**src/design/irqfe_pkg.sv**
```systemverilog
package irqfe_pkg;

	// Register geometry
	localparam int           NUM_GROUPS  = 5;
	localparam int           GROUP_BITS  = 16;
	localparam int           PRIO_BITS   = 3;
	localparam int           NUM_SRC     = NUM_GROUPS * GROUP_BITS;

	// Byte offsets on the bus, one 32-bit word each
	localparam logic [7:0]   OFS_PEND0   = 8'h00;
	localparam logic [7:0]   OFS_PERMIT0 = 8'h20;
	localparam logic [7:0]   OFS_EVT_ST  = 8'h40;
	localparam logic [7:0]   OFS_EVT_MSK = 8'h44;
	localparam logic [7:0]   OFS_STEP    = 8'h04;

	// Reset values
	localparam logic [15:0]  RST_PEND    = 16'h0000;
	localparam logic [15:0]  RST_PERMIT  = 16'h0000;
	localparam logic [4:0]   RST_EVT     = 5'h00;
	localparam logic [2:0]   PRIO_OFF    = 3'h0;

	// Implemented bits per group, flag and permit share a layout
	localparam logic [15:0]  IMPL_G0     = 16'h7FFF;
	localparam logic [15:0]  IMPL_G1     = 16'hFFDF;
	localparam logic [15:0]  IMPL_G2     = 16'h601F;
	localparam logic [15:0]  IMPL_G3     = 16'h6000;
	localparam logic [15:0]  IMPL_G4     = 16'h007E;

	// Field positions named by the block
	localparam int           POS_EXT0_PERMIT     = 0;
	localparam int           POS_CAPTURE1_PERMIT = 1;
	localparam int           POS_COMPARE1_PERMIT = 2;
	localparam int           POS_UART_A_RX       = 11;
	localparam int           POS_I2C_SLAVE       = 0;
	localparam int           POS_I2C_MASTER      = 1;
	localparam int           POS_COMPARATOR      = 2;
	localparam int           POS_DMA_CH3_DONE    = 4;
	localparam int           POS_DMA_CH5_DONE    = 13;
	localparam int           POS_RTC_EVENT       = 14;
	localparam int           POS_UART_A_ERROR    = 1;

	// Controller-area-network sources, per group
	localparam logic [15:0]  CAN_G2      = 16'h000C;
	localparam logic [15:0]  CAN_G4      = 16'h0040;

endpackage

```
**src/design/irqfe_group.sv**
```systemverilog
`timescale 1ns/10ps
module irqfe_group #(
	parameter logic [15:0] IMPL = 16'hFFFF,
	parameter logic [15:0] GATE = 16'hFFFF
) (
	input  wire logic        clk_i,
	input  wire logic        rst_i,
	input  wire logic [15:0] req_i,
	input  wire logic        wr_pend_i,
	input  wire logic        wr_permit_i,
	input  wire logic [1:0]  sel_i,
	input  wire logic [15:0] wdata_i,
	input  wire logic [47:0] prio_i,
	output logic      [15:0] pend_o,
	output logic      [15:0] permit_o,
	output logic      [15:0] fwd_o,
	output logic      [2:0]  best_o,
	output logic             new_evt_o
);

	logic [15:0] lane;
	logic [15:0] prio_on;
	logic [15:0] next_pend;
	logic [15:0] next_permit;

	// Byte-lane mask from the bus selects
	assign lane = {{8{sel_i[1]}}, {8{sel_i[0]}}};

	// Per-source priority field, zero means source off
	genvar b;
	generate
		for (b = 0; b < 16; b++) begin : g_prio
			assign prio_on[b] = (prio_i[3*b +: 3] != irqfe_pkg::PRIO_OFF);
		end
	endgenerate

	// Software merge then hardware set, set wins
	always_comb begin
		next_pend = pend_o;
		if (wr_pend_i) begin
			next_pend = (pend_o & ~lane) | (wdata_i & lane);
		end
		next_pend = (next_pend | req_i) & IMPL;
	end

	// Permit bits hold only software writes
	always_comb begin
		next_permit = permit_o;
		if (wr_permit_i) begin
			next_permit = (permit_o & ~lane) | (wdata_i & lane);
		end
		next_permit = next_permit & IMPL;
	end

	// Pending flags
	always_ff @(posedge clk_i) begin
		if (rst_i) begin
			pend_o <= irqfe_pkg::RST_PEND;
		end else begin
			pend_o <= next_pend;
		end
	end

	// Permit flags
	always_ff @(posedge clk_i) begin
		if (rst_i) begin
			permit_o <= irqfe_pkg::RST_PERMIT;
		end else begin
			permit_o <= next_permit;
		end
	end

	// Forwarding needs flag, permit, fitted source and live priority
	assign fwd_o = pend_o & permit_o & GATE & prio_on;

	// A request from a source that was idle
	assign new_evt_o = |(req_i & IMPL & ~pend_o);

	// Highest priority among forwarded sources
	always_comb begin
		best_o = irqfe_pkg::PRIO_OFF;
		for (int i = 0; i < 16; i++) begin
			if (fwd_o[i] && (prio_i[3*i +: 3] > best_o)) begin
				best_o = prio_i[3*i +: 3];
			end
		end
	end

endmodule

```
**src/design/irqfe_bank.sv**
```systemverilog
// What this block does
// - A flag reads one after its source requests, zero while none pending.
// - A permit bit of one lets its source through; zero blocks it.
// - Unimplemented flag and permit bits read zero and ignore writes.
// - Group 1 flags: comparator bit 2, I2C master bit 1, slave bit 0.
// - Group 3 flags: only RTC bit 14 and DMA 5 bit 13.
// - Group 2 bit 4 flags DMA channel 3 transfer completion.
// - Group 4 bit 1 is UART A error; bit 0 unimplemented.
// - Group 0 permit bit 11 gates UART A receiver.
// - Group 0 permits: compare 1 bit 2, capture 1 bit 1, ext 0 bit 0.
// - Group 1 permits: comparator bit 2, I2C master 1, slave 0.
// - Without the CAN controller its three sources never forward.
// - Priority field zero disables a source; one to seven rank it.
`timescale 1ns/10ps
module irqfe_bank #(
	parameter bit CAN_PRESENT = 1'b1
) (
	input  wire logic         clk_i,
	input  wire logic         rst_i,
	input  wire logic         wb_cyc_i,
	input  wire logic         wb_stb_i,
	input  wire logic         wb_we_i,
	input  wire logic [7:0]   wb_adr_i,
	input  wire logic [3:0]   wb_sel_i,
	input  wire logic [31:0]  wb_dat_i,
	output logic      [31:0]  wb_dat_o,
	output logic              wb_ack_o,
	input  wire logic [79:0]  src_req_i,
	input  wire logic [239:0] src_prio_i,
	output logic      [79:0]  fwd_o,
	output logic      [2:0]   top_level_o,
	output logic              irq_o
);

	localparam int G = irqfe_pkg::NUM_GROUPS;

	// Implemented layout of every group
	localparam logic [4:0][15:0] IMPL = {
		irqfe_pkg::IMPL_G4,
		irqfe_pkg::IMPL_G3,
		irqfe_pkg::IMPL_G2,
		irqfe_pkg::IMPL_G1,
		irqfe_pkg::IMPL_G0
	};

	// Sources fitted on this variant
	localparam logic [15:0] GATE2 = CAN_PRESENT ? 16'hFFFF :
		~irqfe_pkg::CAN_G2;
	localparam logic [15:0] GATE4 = CAN_PRESENT ? 16'hFFFF :
		~irqfe_pkg::CAN_G4;
	localparam logic [4:0][15:0] GATE = {
		GATE4, 16'hFFFF, GATE2, 16'hFFFF, 16'hFFFF
	};

	logic             req_take;
	logic             wr_take;
	logic [7:0]       adr_word;
	logic [2:0]       grp_idx;
	logic             hit_pend;
	logic             hit_permit;
	logic             hit_evt_st;
	logic             hit_evt_msk;
	logic [4:0]       wr_pend;
	logic [4:0]       wr_permit;
	logic [4:0][15:0] pend;
	logic [4:0][15:0] permit;
	logic [4:0][15:0] fwd;
	logic [4:0][2:0]  best;
	logic [4:0]       new_evt;
	logic [4:0]       evt_status;
	logic [4:0]       evt_mask;
	logic [4:0]       next_evt_status;
	logic [31:0]      next_rdata;
	logic [2:0]       next_top;
	logic [79:0]      fwd_flat;

	// A classic request is taken once, ack follows one edge later
	assign req_take = wb_cyc_i && wb_stb_i && !wb_ack_o;
	assign wr_take  = req_take && wb_we_i;

	// Word-aligned address and group index within a bank
	assign adr_word = {wb_adr_i[7:2], 2'b00};
	assign grp_idx  = wb_adr_i[4:2];

	// Region decode
	assign hit_pend    = (adr_word >= irqfe_pkg::OFS_PEND0) &&
		(adr_word < irqfe_pkg::OFS_PEND0 +
		8'(G) * irqfe_pkg::OFS_STEP);
	assign hit_permit  = (adr_word >= irqfe_pkg::OFS_PERMIT0) &&
		(adr_word < irqfe_pkg::OFS_PERMIT0 +
		8'(G) * irqfe_pkg::OFS_STEP);
	assign hit_evt_st  = (adr_word == irqfe_pkg::OFS_EVT_ST);
	assign hit_evt_msk = (adr_word == irqfe_pkg::OFS_EVT_MSK);

	// Per-group write strobes
	always_comb begin
		wr_pend   = 5'h00;
		wr_permit = 5'h00;
		for (int g = 0; g < G; g++) begin
			if (wr_take && (grp_idx == 3'(g))) begin
				wr_pend[g]   = hit_pend;
				wr_permit[g] = hit_permit;
			end
		end
	end

	// One flag and permit bank per group
	genvar gi;
	generate
		for (gi = 0; gi < G; gi++) begin : g_bank
			irqfe_group #(
				.IMPL (IMPL[gi]),
				.GATE (GATE[gi])
			) u_group (
				.clk_i       (clk_i),
				.rst_i       (rst_i),
				.req_i       (src_req_i[16*gi +: 16]),
				.wr_pend_i   (wr_pend[gi]),
				.wr_permit_i (wr_permit[gi]),
				.sel_i       (wb_sel_i[1:0]),
				.wdata_i     (wb_dat_i[15:0]),
				.prio_i      (src_prio_i[48*gi +: 48]),
				.pend_o      (pend[gi]),
				.permit_o    (permit[gi]),
				.fwd_o       (fwd[gi]),
				.best_o      (best[gi]),
				.new_evt_o   (new_evt[gi])
			);
			assign fwd_flat[16*gi +: 16] = fwd[gi];
		end
	endgenerate

	// Read mux, unimplemented and unmapped words read zero
	always_comb begin
		next_rdata = 32'h00000000;
		if (hit_pend) begin
			next_rdata = {16'h0000, pend[grp_idx]};
		end else if (hit_permit) begin
			next_rdata = {16'h0000, permit[grp_idx]};
		end else if (hit_evt_st) begin
			next_rdata = {27'h0, evt_status};
		end else if (hit_evt_msk) begin
			next_rdata = {27'h0, evt_mask};
		end
	end

	// Bus acknowledge, one cycle per request
	always_ff @(posedge clk_i) begin
		if (rst_i) begin
			wb_ack_o <= 1'b0;
		end else begin
			wb_ack_o <= req_take;
		end
	end

	// Read data captured with the acknowledge
	always_ff @(posedge clk_i) begin
		if (rst_i) begin
			wb_dat_o <= 32'h00000000;
		end else if (req_take && !wb_we_i) begin
			wb_dat_o <= next_rdata;
		end
	end

	// Event status: new request per group, write one to clear, set wins
	always_comb begin
		next_evt_status = evt_status;
		if (wr_take && hit_evt_st && wb_sel_i[0]) begin
			next_evt_status = evt_status & ~wb_dat_i[4:0];
		end
		next_evt_status = next_evt_status | new_evt;
	end

	// Event status register
	always_ff @(posedge clk_i) begin
		if (rst_i) begin
			evt_status <= irqfe_pkg::RST_EVT;
		end else begin
			evt_status <= next_evt_status;
		end
	end

	// Event mask register
	always_ff @(posedge clk_i) begin
		if (rst_i) begin
			evt_mask <= irqfe_pkg::RST_EVT;
		end else if (wr_take && hit_evt_msk && wb_sel_i[0]) begin
			evt_mask <= wb_dat_i[4:0];
		end
	end

	// Interrupt line, high while an unmasked event bit stands
	always_ff @(posedge clk_i) begin
		if (rst_i) begin
			irq_o <= 1'b0;
		end else begin
			irq_o <= |(next_evt_status & evt_mask);
		end
	end

	// Highest live priority across all groups
	always_comb begin
		next_top = irqfe_pkg::PRIO_OFF;
		for (int g = 0; g < G; g++) begin
			if (best[g] > next_top) begin
				next_top = best[g];
			end
		end
	end

	// Forwarded requests towards priority resolution
	always_ff @(posedge clk_i) begin
		if (rst_i) begin
			fwd_o       <= 80'h0;
			top_level_o <= irqfe_pkg::PRIO_OFF;
		end else begin
			fwd_o       <= fwd_flat;
			top_level_o <= next_top;
		end
	end

endmodule

```
**config.mk**
```make
export PLATFORM = sky130hd
export DESIGN_NAME = irqfe_bank
export DESIGN_NICKNAME = d
export VERILOG_FILES = /design/src/design/irqfe_pkg.sv /design/src/design/irqfe_group.sv /design/src/design/irqfe_bank.sv
export SDC_FILE = /design/constraint.sdc
export NUM_CORES = 1
export LEC_CHECK = 0
export ABC_CLOCK_PERIOD_IN_PS = 54500
export BUFFER_PORTS_ARGS = -buffer_cell sky130_fd_sc_hd__buf_4
export CAP_MARGIN = 5
export CORE_AREA = 4 4 185 187
export CTS_CLUSTER_DIAMETER = 30
export DETAILED_ROUTE_END_ITERATION = 12
export DIE_AREA = 0 0 189 191
export PLACE_DENSITY = 0.68
export SLEW_MARGIN = 20
export SYNTH_ARGS = -nofsm -noshare
export SYNTH_HDL_FRONTEND = slang
export SYNTH_SLANG_ARGS = --single-unit
```
**constraint.sdc**
```tcl
create_clock -name clk_i -period 54.5 [get_ports clk_i]
set_clock_uncertainty 0.15 [all_clocks]
set_input_delay 8.175 -clock clk_i [delete_from_list [all_inputs] [get_ports clk_i]]
set_output_delay 8.175 -clock clk_i [all_outputs]
set_load 0.01 [all_outputs]
```
# Yosys cells after proc, flatten, opt, wreduce, memory -nomap -nowiden
# Index checks and enable logic that the tools add are counted.
# totals
regBits	219
input_bits	369
output_inout_bits	117
word_cells	459
# op_classes
magnitude_cmp	90
mux	109
n_eq_ne	6
reduce_logical	184
bitwise_logic	51
# ops
operator	count
two-way mux 3 bit	85
nonzero test 3 bit	80
> comparator 3 bit	79
bitwise AND 16 bit	10
bitwise AND 15 bit	9
OR 15 bit	9
binary-select mux 16 bit (select 3 bit)	2
logical AND 1 bit	95
two-way mux 16 bit	5
OR reduction 16 bit	5
bitwise AND 15 x 16 -> 16 bit	3
inverter 15 -> 16 bit	3
OR 16 bit	3
two-way mux 15 bit	3
inverter 16 bit	2
bitwise AND 7 bit	3
OR 7 bit	3
> comparator 3 x 1 -> 1 bit (second input constant)	6
bitwise AND 7 x 16 -> 16 bit	1
inverter 7 -> 16 bit	1
two-way mux 5 bit	3
equality test 6 x 5 -> 1 bit (second input constant)	2
bitwise AND 5 bit	2
two-way mux 1 bit	10
14 further kinds	16

# Logic depth before layout (Yosys ltp)
# logic_depth
ltp_word	59
ltp_mapped	130
ltp_nobuf	130

# By module
# Synthesis repeated with hierarchy kept, for this count alone.
# unflattened
hier_cells	1940
hier_area_um2	15996.6
# modules_own_cells
module	area_each_um2	instances	seq_area_each_um2	cells_each
irqfe_bank	5330.1	1	2222.1	513
irqfe_group at g_bank[0].u_group	3489.6	1	600.6	473
irqfe_group at g_bank[1].u_group	3437.0	1	600.6	466
irqfe_group at g_bank[2].u_group	1661.6	1	280.3	219
irqfe_group at g_bank[4].u_group	1440.1	1	240.2	188
irqfe_group at g_bank[3].u_group	638.1	1	80.1	81

# Least setup slack after synthesis
# Ideal clock, no wire load.
# synth_timing
path_kind	input to register
from	input src_prio_i[1]
to	register top_level_o[1]
path_buffers	0
stages	120
required_ns	54.290
slack_ns	26.061
setup_time_ns	0.060
t_arrival_ns	28.229
cell_sequence	and3_1 > inv_1 > ha_1 > nor2b_1 > o21a_1 > o21ai_1 > o21ai_0 > ha_1 > or2_2 > maj3_1 > o211ai_1 > nand3b_1 > ha_1 > nor2_1 > a21boi_0 > nand3_1 > o311a_1 > o21a_1 > [... 84 more ...] > nand2b_1 > inv_1 > a31oi_1 > mux2i_1 > inv_1 > ha_1 > a21o_1 > a21oi_1 > a31oi_1 > o21ai_0 > ha_1 > nor2b_1 > o21ai_0 > inv_1 > o21ai_0 > nor2_1 > a311oi_1 > o31a_1
# synth_via
elab_chain_cells	59
elab_cells_between_ends	60
classes_between	21 x order compare; 21 x mux; 1 x bitwise; 17 x reduce/logical
# synth_lines
item	line	source
start, declared	irqfe_bank.sv:29	input wire logic [239:0] src_prio_i,
branches (longest 3 deep; another with > comparator 3 x 1 -> 1 bit)	n/a	
two-way mux 3 bit (*)	irqfe_group.sv:83	if (fwd_o[i] && (prio_i[3*i +: 3] > best_o)) begin
> comparator 3 bit	irqfe_group.sv:83	
logical AND 1 bit	irqfe_group.sv:83	
two-way mux 3 bit (*)	irqfe_group.sv:83	
> comparator 3 bit	irqfe_group.sv:83	
logical AND 1 bit	irqfe_group.sv:83	
two-way mux 3 bit (*)	irqfe_group.sv:83	
[... 41 more ...]	n/a	
> comparator 3 bit	irqfe_bank.sv:205	if (best[g] > next_top) begin
two-way mux 3 bit (*)	irqfe_bank.sv:205	
> comparator 3 bit	irqfe_bank.sv:205	
two-way mux 3 bit (*)	irqfe_bank.sv:205	
> comparator 3 bit	irqfe_bank.sv:205	
two-way mux 3 bit (*)	irqfe_bank.sv:205	
> comparator 3 bit	irqfe_bank.sv:205	
two-way mux 3 bit (*)	irqfe_bank.sv:205	
end signal, assigned	irqfe_bank.sv:215	top_level_o <= irqfe_pkg::PRIO_OFF;
end signal, assigned	irqfe_bank.sv:218	top_level_o <= next_top;
end, declared	irqfe_bank.sv:31	output logic [2:0] top_level_o,
# Every way passes the cells marked *.
# A chain may end at the register's enable or synchronous reset.

# Final worst setup path
# layout_timing
from	input src_prio_i[2]
to	register top_level_o[1]
# The elaborated chain is that of the path after synthesis.

==> flow_summary_export.csv <==
group,metric,value,unit
synthesis,synth.top_cells.by_count,"226 x sky130_fd_sc_hd__nor2_1, 166 x sky130_fd_sc_hd__dfxtp_1, 147 x sky130_fd_sc_hd__inv_1",
clock_network,cts_max_path_buffers,2,
cells_and_area,area_delta_synth_final,21.6,%
grt,globalRouteOverflowTotal,0,
cells_and_area,drive_gt1_share,19.2,%
sta,final_min_period_over_clock_period,57.3,%
drt,firstDrtPassIters,5,
sta,maxClockFrequency,0.0320,GHz
drt,drc_errors,0,
synthesis,yosys-top-cells-area,"sky130_fd_sc_hd__dfxtp_1 25%, sky130_fd_sc_hd__mux2i_1 9.2%, sky130_fd_sc_hd__ha_1 7.7%",
sta,slew_violations,0,
sta,timing.final.hold_violations,0,
clock_network,path_clk_slew,70,ps
power_and_ir_drop,power.density,18.9,nW/µm²
floorplan,design.die.area,36100,µm²
floorplan,start_util,40.6,%
clock_network,cts_tree,"done",
synthesis,postSynth.asyncResetShare,0,%
floorplan,floorplan.io_pins,486,
sta,worst-slew-pin-transition,1030,ps
synthesis,synth-edff-count,0,
sta,fin_setup_tns,0,ps
critical_path,required,54730,ps
status,run_status,"complete, no violations",
clock_network,postCtsResizedCells,0,
floorplan,floorplan.rows,66,
clock_network,clkSinkCount,166,
critical_path,crit_path_max_fanout,7,
critical_path,worst_setup_path_start_kind,"primary input",
sta,max_slew_margin,31.0,%
synthesis,yosys.area.top_type,"sky130_fd_sc_hd__dfxtp_1",
synthesis,ys_seq_area_share,25.2,%
drt,avgRoutedWirePerCell,19.2,µm
synthesis,synthDistinctLibCells,87,
job,max-cap-violations,0,
grt,grtUsageTotal,24.5,%
clock_network,clock_buffers_created_by_tritoncts,17,
drt,totalWireLength,46300,µm
critical_path,worst_ep_arrival_time,31450,ps
placed_design,detailedPlacementHpwl,37200,µm
critical_path,critical_path.most_common_cell,"sky130_fd_sc_hd__nor2_1",
power_and_ir_drop,p_leak,0.00731,µW
synthesis,ys_warn_count,0,
sta,min_period,31220,ps
cells_and_area,filler_cell_count,3216,
hold_path,hold_removal_path_class,"reg2reg",
power_and_ir_drop,vdd_ir_drop_max,0.0218,mV
synthesis,netlist.area_leader.share,25.2,%
drt,vias,13700,
clock_network,clock_tree.root_cell,"sky130_fd_sc_hd__clkbuf_16",
floorplan,die_w,189,µm
grt,first_global_vias,13100,
drt,route.antenna.remaining_nets,0,
synthesis,synth.cell_area,13200,µm²
clock_network,h_tree_depth,4,
clock_network,clk_latency_worst_skew_pair,450,ps
synthesis,postSynthCellCount,1717,
clock_network,cts_setup_buffers,0,
synthesis,synth_area_per_inst,7.67,µm²
floorplan,floorplan.die.height,191,µm
grt,antenna_violations_before_repair,1,
synthesis,top_count_cell_post_synth,"sky130_fd_sc_hd__nor2_1",
synthesis,ys_seq_elements,166,
critical_path,max_stage_delay,530,ps
placed_design,place.port_buffers,274,
sta,setup_viol_count_final,0,
synthesis,ys.flop_type,"sky130_fd_sc_hd__dfxtp_1",
floorplan,core-area,32500,µm²
grt,first_pass_grt_wire_length,70900,µm
cells_and_area,layout.nets,2411,
sta,grt_setup_unrepaired,"no",
critical_path,worstSetupPathType,"in2reg",
sta,hold_slack,312,ps
drt,drt_iter0_markers,953,
placed_design,gp_congestion,0.894,
critical_path,worst_setup_path_end_kind,"flop",
drt,avgViaCountPerCell,5.68,
clock_network,cts_hold_buf,0,
critical_path,critical-path-slowest-cell,"sky130_fd_sc_hd__nor3b_1",
grt,maximum_number_of_pins_on_one_net_before_global_route_repair,69,
[final timing paths]
path                                     from             end  slack (ps)  depth (start not counted)
setup / recovery                src_prio_i[2]  top_level_o[1]       23280                        121
hold / removal                    wb_dat_o[5]     wb_dat_o[5]         310                          2
setup reg to reg  g_bank[0].u_group.pend_o[0]  top_level_o[1]       30470                        121
hold reg to reg                   wb_dat_o[5]     wb_dat_o[5]         310                          2
[metrics by stage]
step                total power [µW]  cell area, µm²  setup slack, ps  cells  utilization (%)
floorplan                        154           13400            26060   1767                -
global placement                 175           15400            23600   2384             47.5
detailed placement               176           15400            23110   2384             47.5
CTS                              304           16000            23510   2416             49.3
global route                     315           16000            20910   2416             49.3
finish                           303           16000            23280   2417             49.3
[critical path, delay by kind of cell]
kind                       cells  cell delay [ps]
adders and majority gates     22             6350
muxes                          3             1060
and+or+nand+nor               38             5260
buffers and inverters          7              650
AOI/OAI and AO/OA             51             9880
[area by class of cell]
class / instances / area [µm²] / share of cell area, %
Multi-Input combinational cell: 1351 / 8890 / 55.5
Antenna cell: 1 / 2.50 / 0.0156
Inverter: 147 / 552 / 3.45
Timing Repair Buffer: 278 / 2090 / 13.0
Clock inverter: 15 / 179 / 1.12
Sequential cell: 166 / 3320 / 20.8
Clock buffer: 17 / 425 / 2.66
Tap cell: 442 / 553 / 3.45
[cell usage in the layout, fill, tap and decap left out, types with 17 or more instances in the layout]
| cell type | instances |
|---|---|
| sky130_fd_sc_hd__conb_1 | 51 |
| sky130_fd_sc_hd__a21oi_1 | 124 |
| sky130_fd_sc_hd__nand2_1 | 121 |
| sky130_fd_sc_hd__o22ai_1 | 30 |
| sky130_fd_sc_hd__ha_1 | 81 |
| sky130_fd_sc_hd__clkbuf_16 | 17 |
| sky130_fd_sc_hd__buf_4 | 278 |
| sky130_fd_sc_hd__nor2_1 | 226 |
| sky130_fd_sc_hd__mux2_2 | 17 |
| sky130_fd_sc_hd__nor3_1 | 71 |
| sky130_fd_sc_hd__o311ai_0 | 17 |
| sky130_fd_sc_hd__nor2b_1 | 18 |
| sky130_fd_sc_hd__a21o_1 | 27 |
| sky130_fd_sc_hd__a311oi_1 | 17 |
| sky130_fd_sc_hd__dfxtp_1 | 166 |
| sky130_fd_sc_hd__inv_1 | 147 |
| sky130_fd_sc_hd__mux2i_1 | 121 |
| sky130_fd_sc_hd__o21ai_0 | 57 |
| sky130_fd_sc_hd__nand3_1 | 56 |
| sky130_fd_sc_hd__a211oi_1 | 33 |
| sky130_fd_sc_hd__and3_1 | 26 |
[per-layer routing]
| layer | global-route usage, % | share of wire [%] | up-vias |
|---|---|---|---|
| met2 | 41.5 | 46 | 542 |
| met5 | 0 | 0.028 | - |
| met4 | 5.97 | 2.0 | 2 |
| met1 | 31.9 | 43 | 6433 |
| met3 | 5.50 | 8.4 | 58 |
| li1 | - | - | 6682 |
[power by group]
part / total [µW] / switching, µW / internal (µW)
clock network: 129 / 62.9 / 66.0
logic: 45.0 / 25.2 / 19.8
registers: 129 / 4.86 / 124
[logic make-up after synthesis]
kind of cell | Yosys count | synth area share, %
AOI/OAI and AO/OA | 475 | 25.6
adders and majority gates | 87 | 8.16
buffers and inverters | 250 | 8.66
DFF | 166 | 25.2
muxes | 143 | 11.5
other | 1 | 0.0285
and+or+nand+nor | 595 | 20.8
Note: power is estimated with default switching activity, not from simulation.
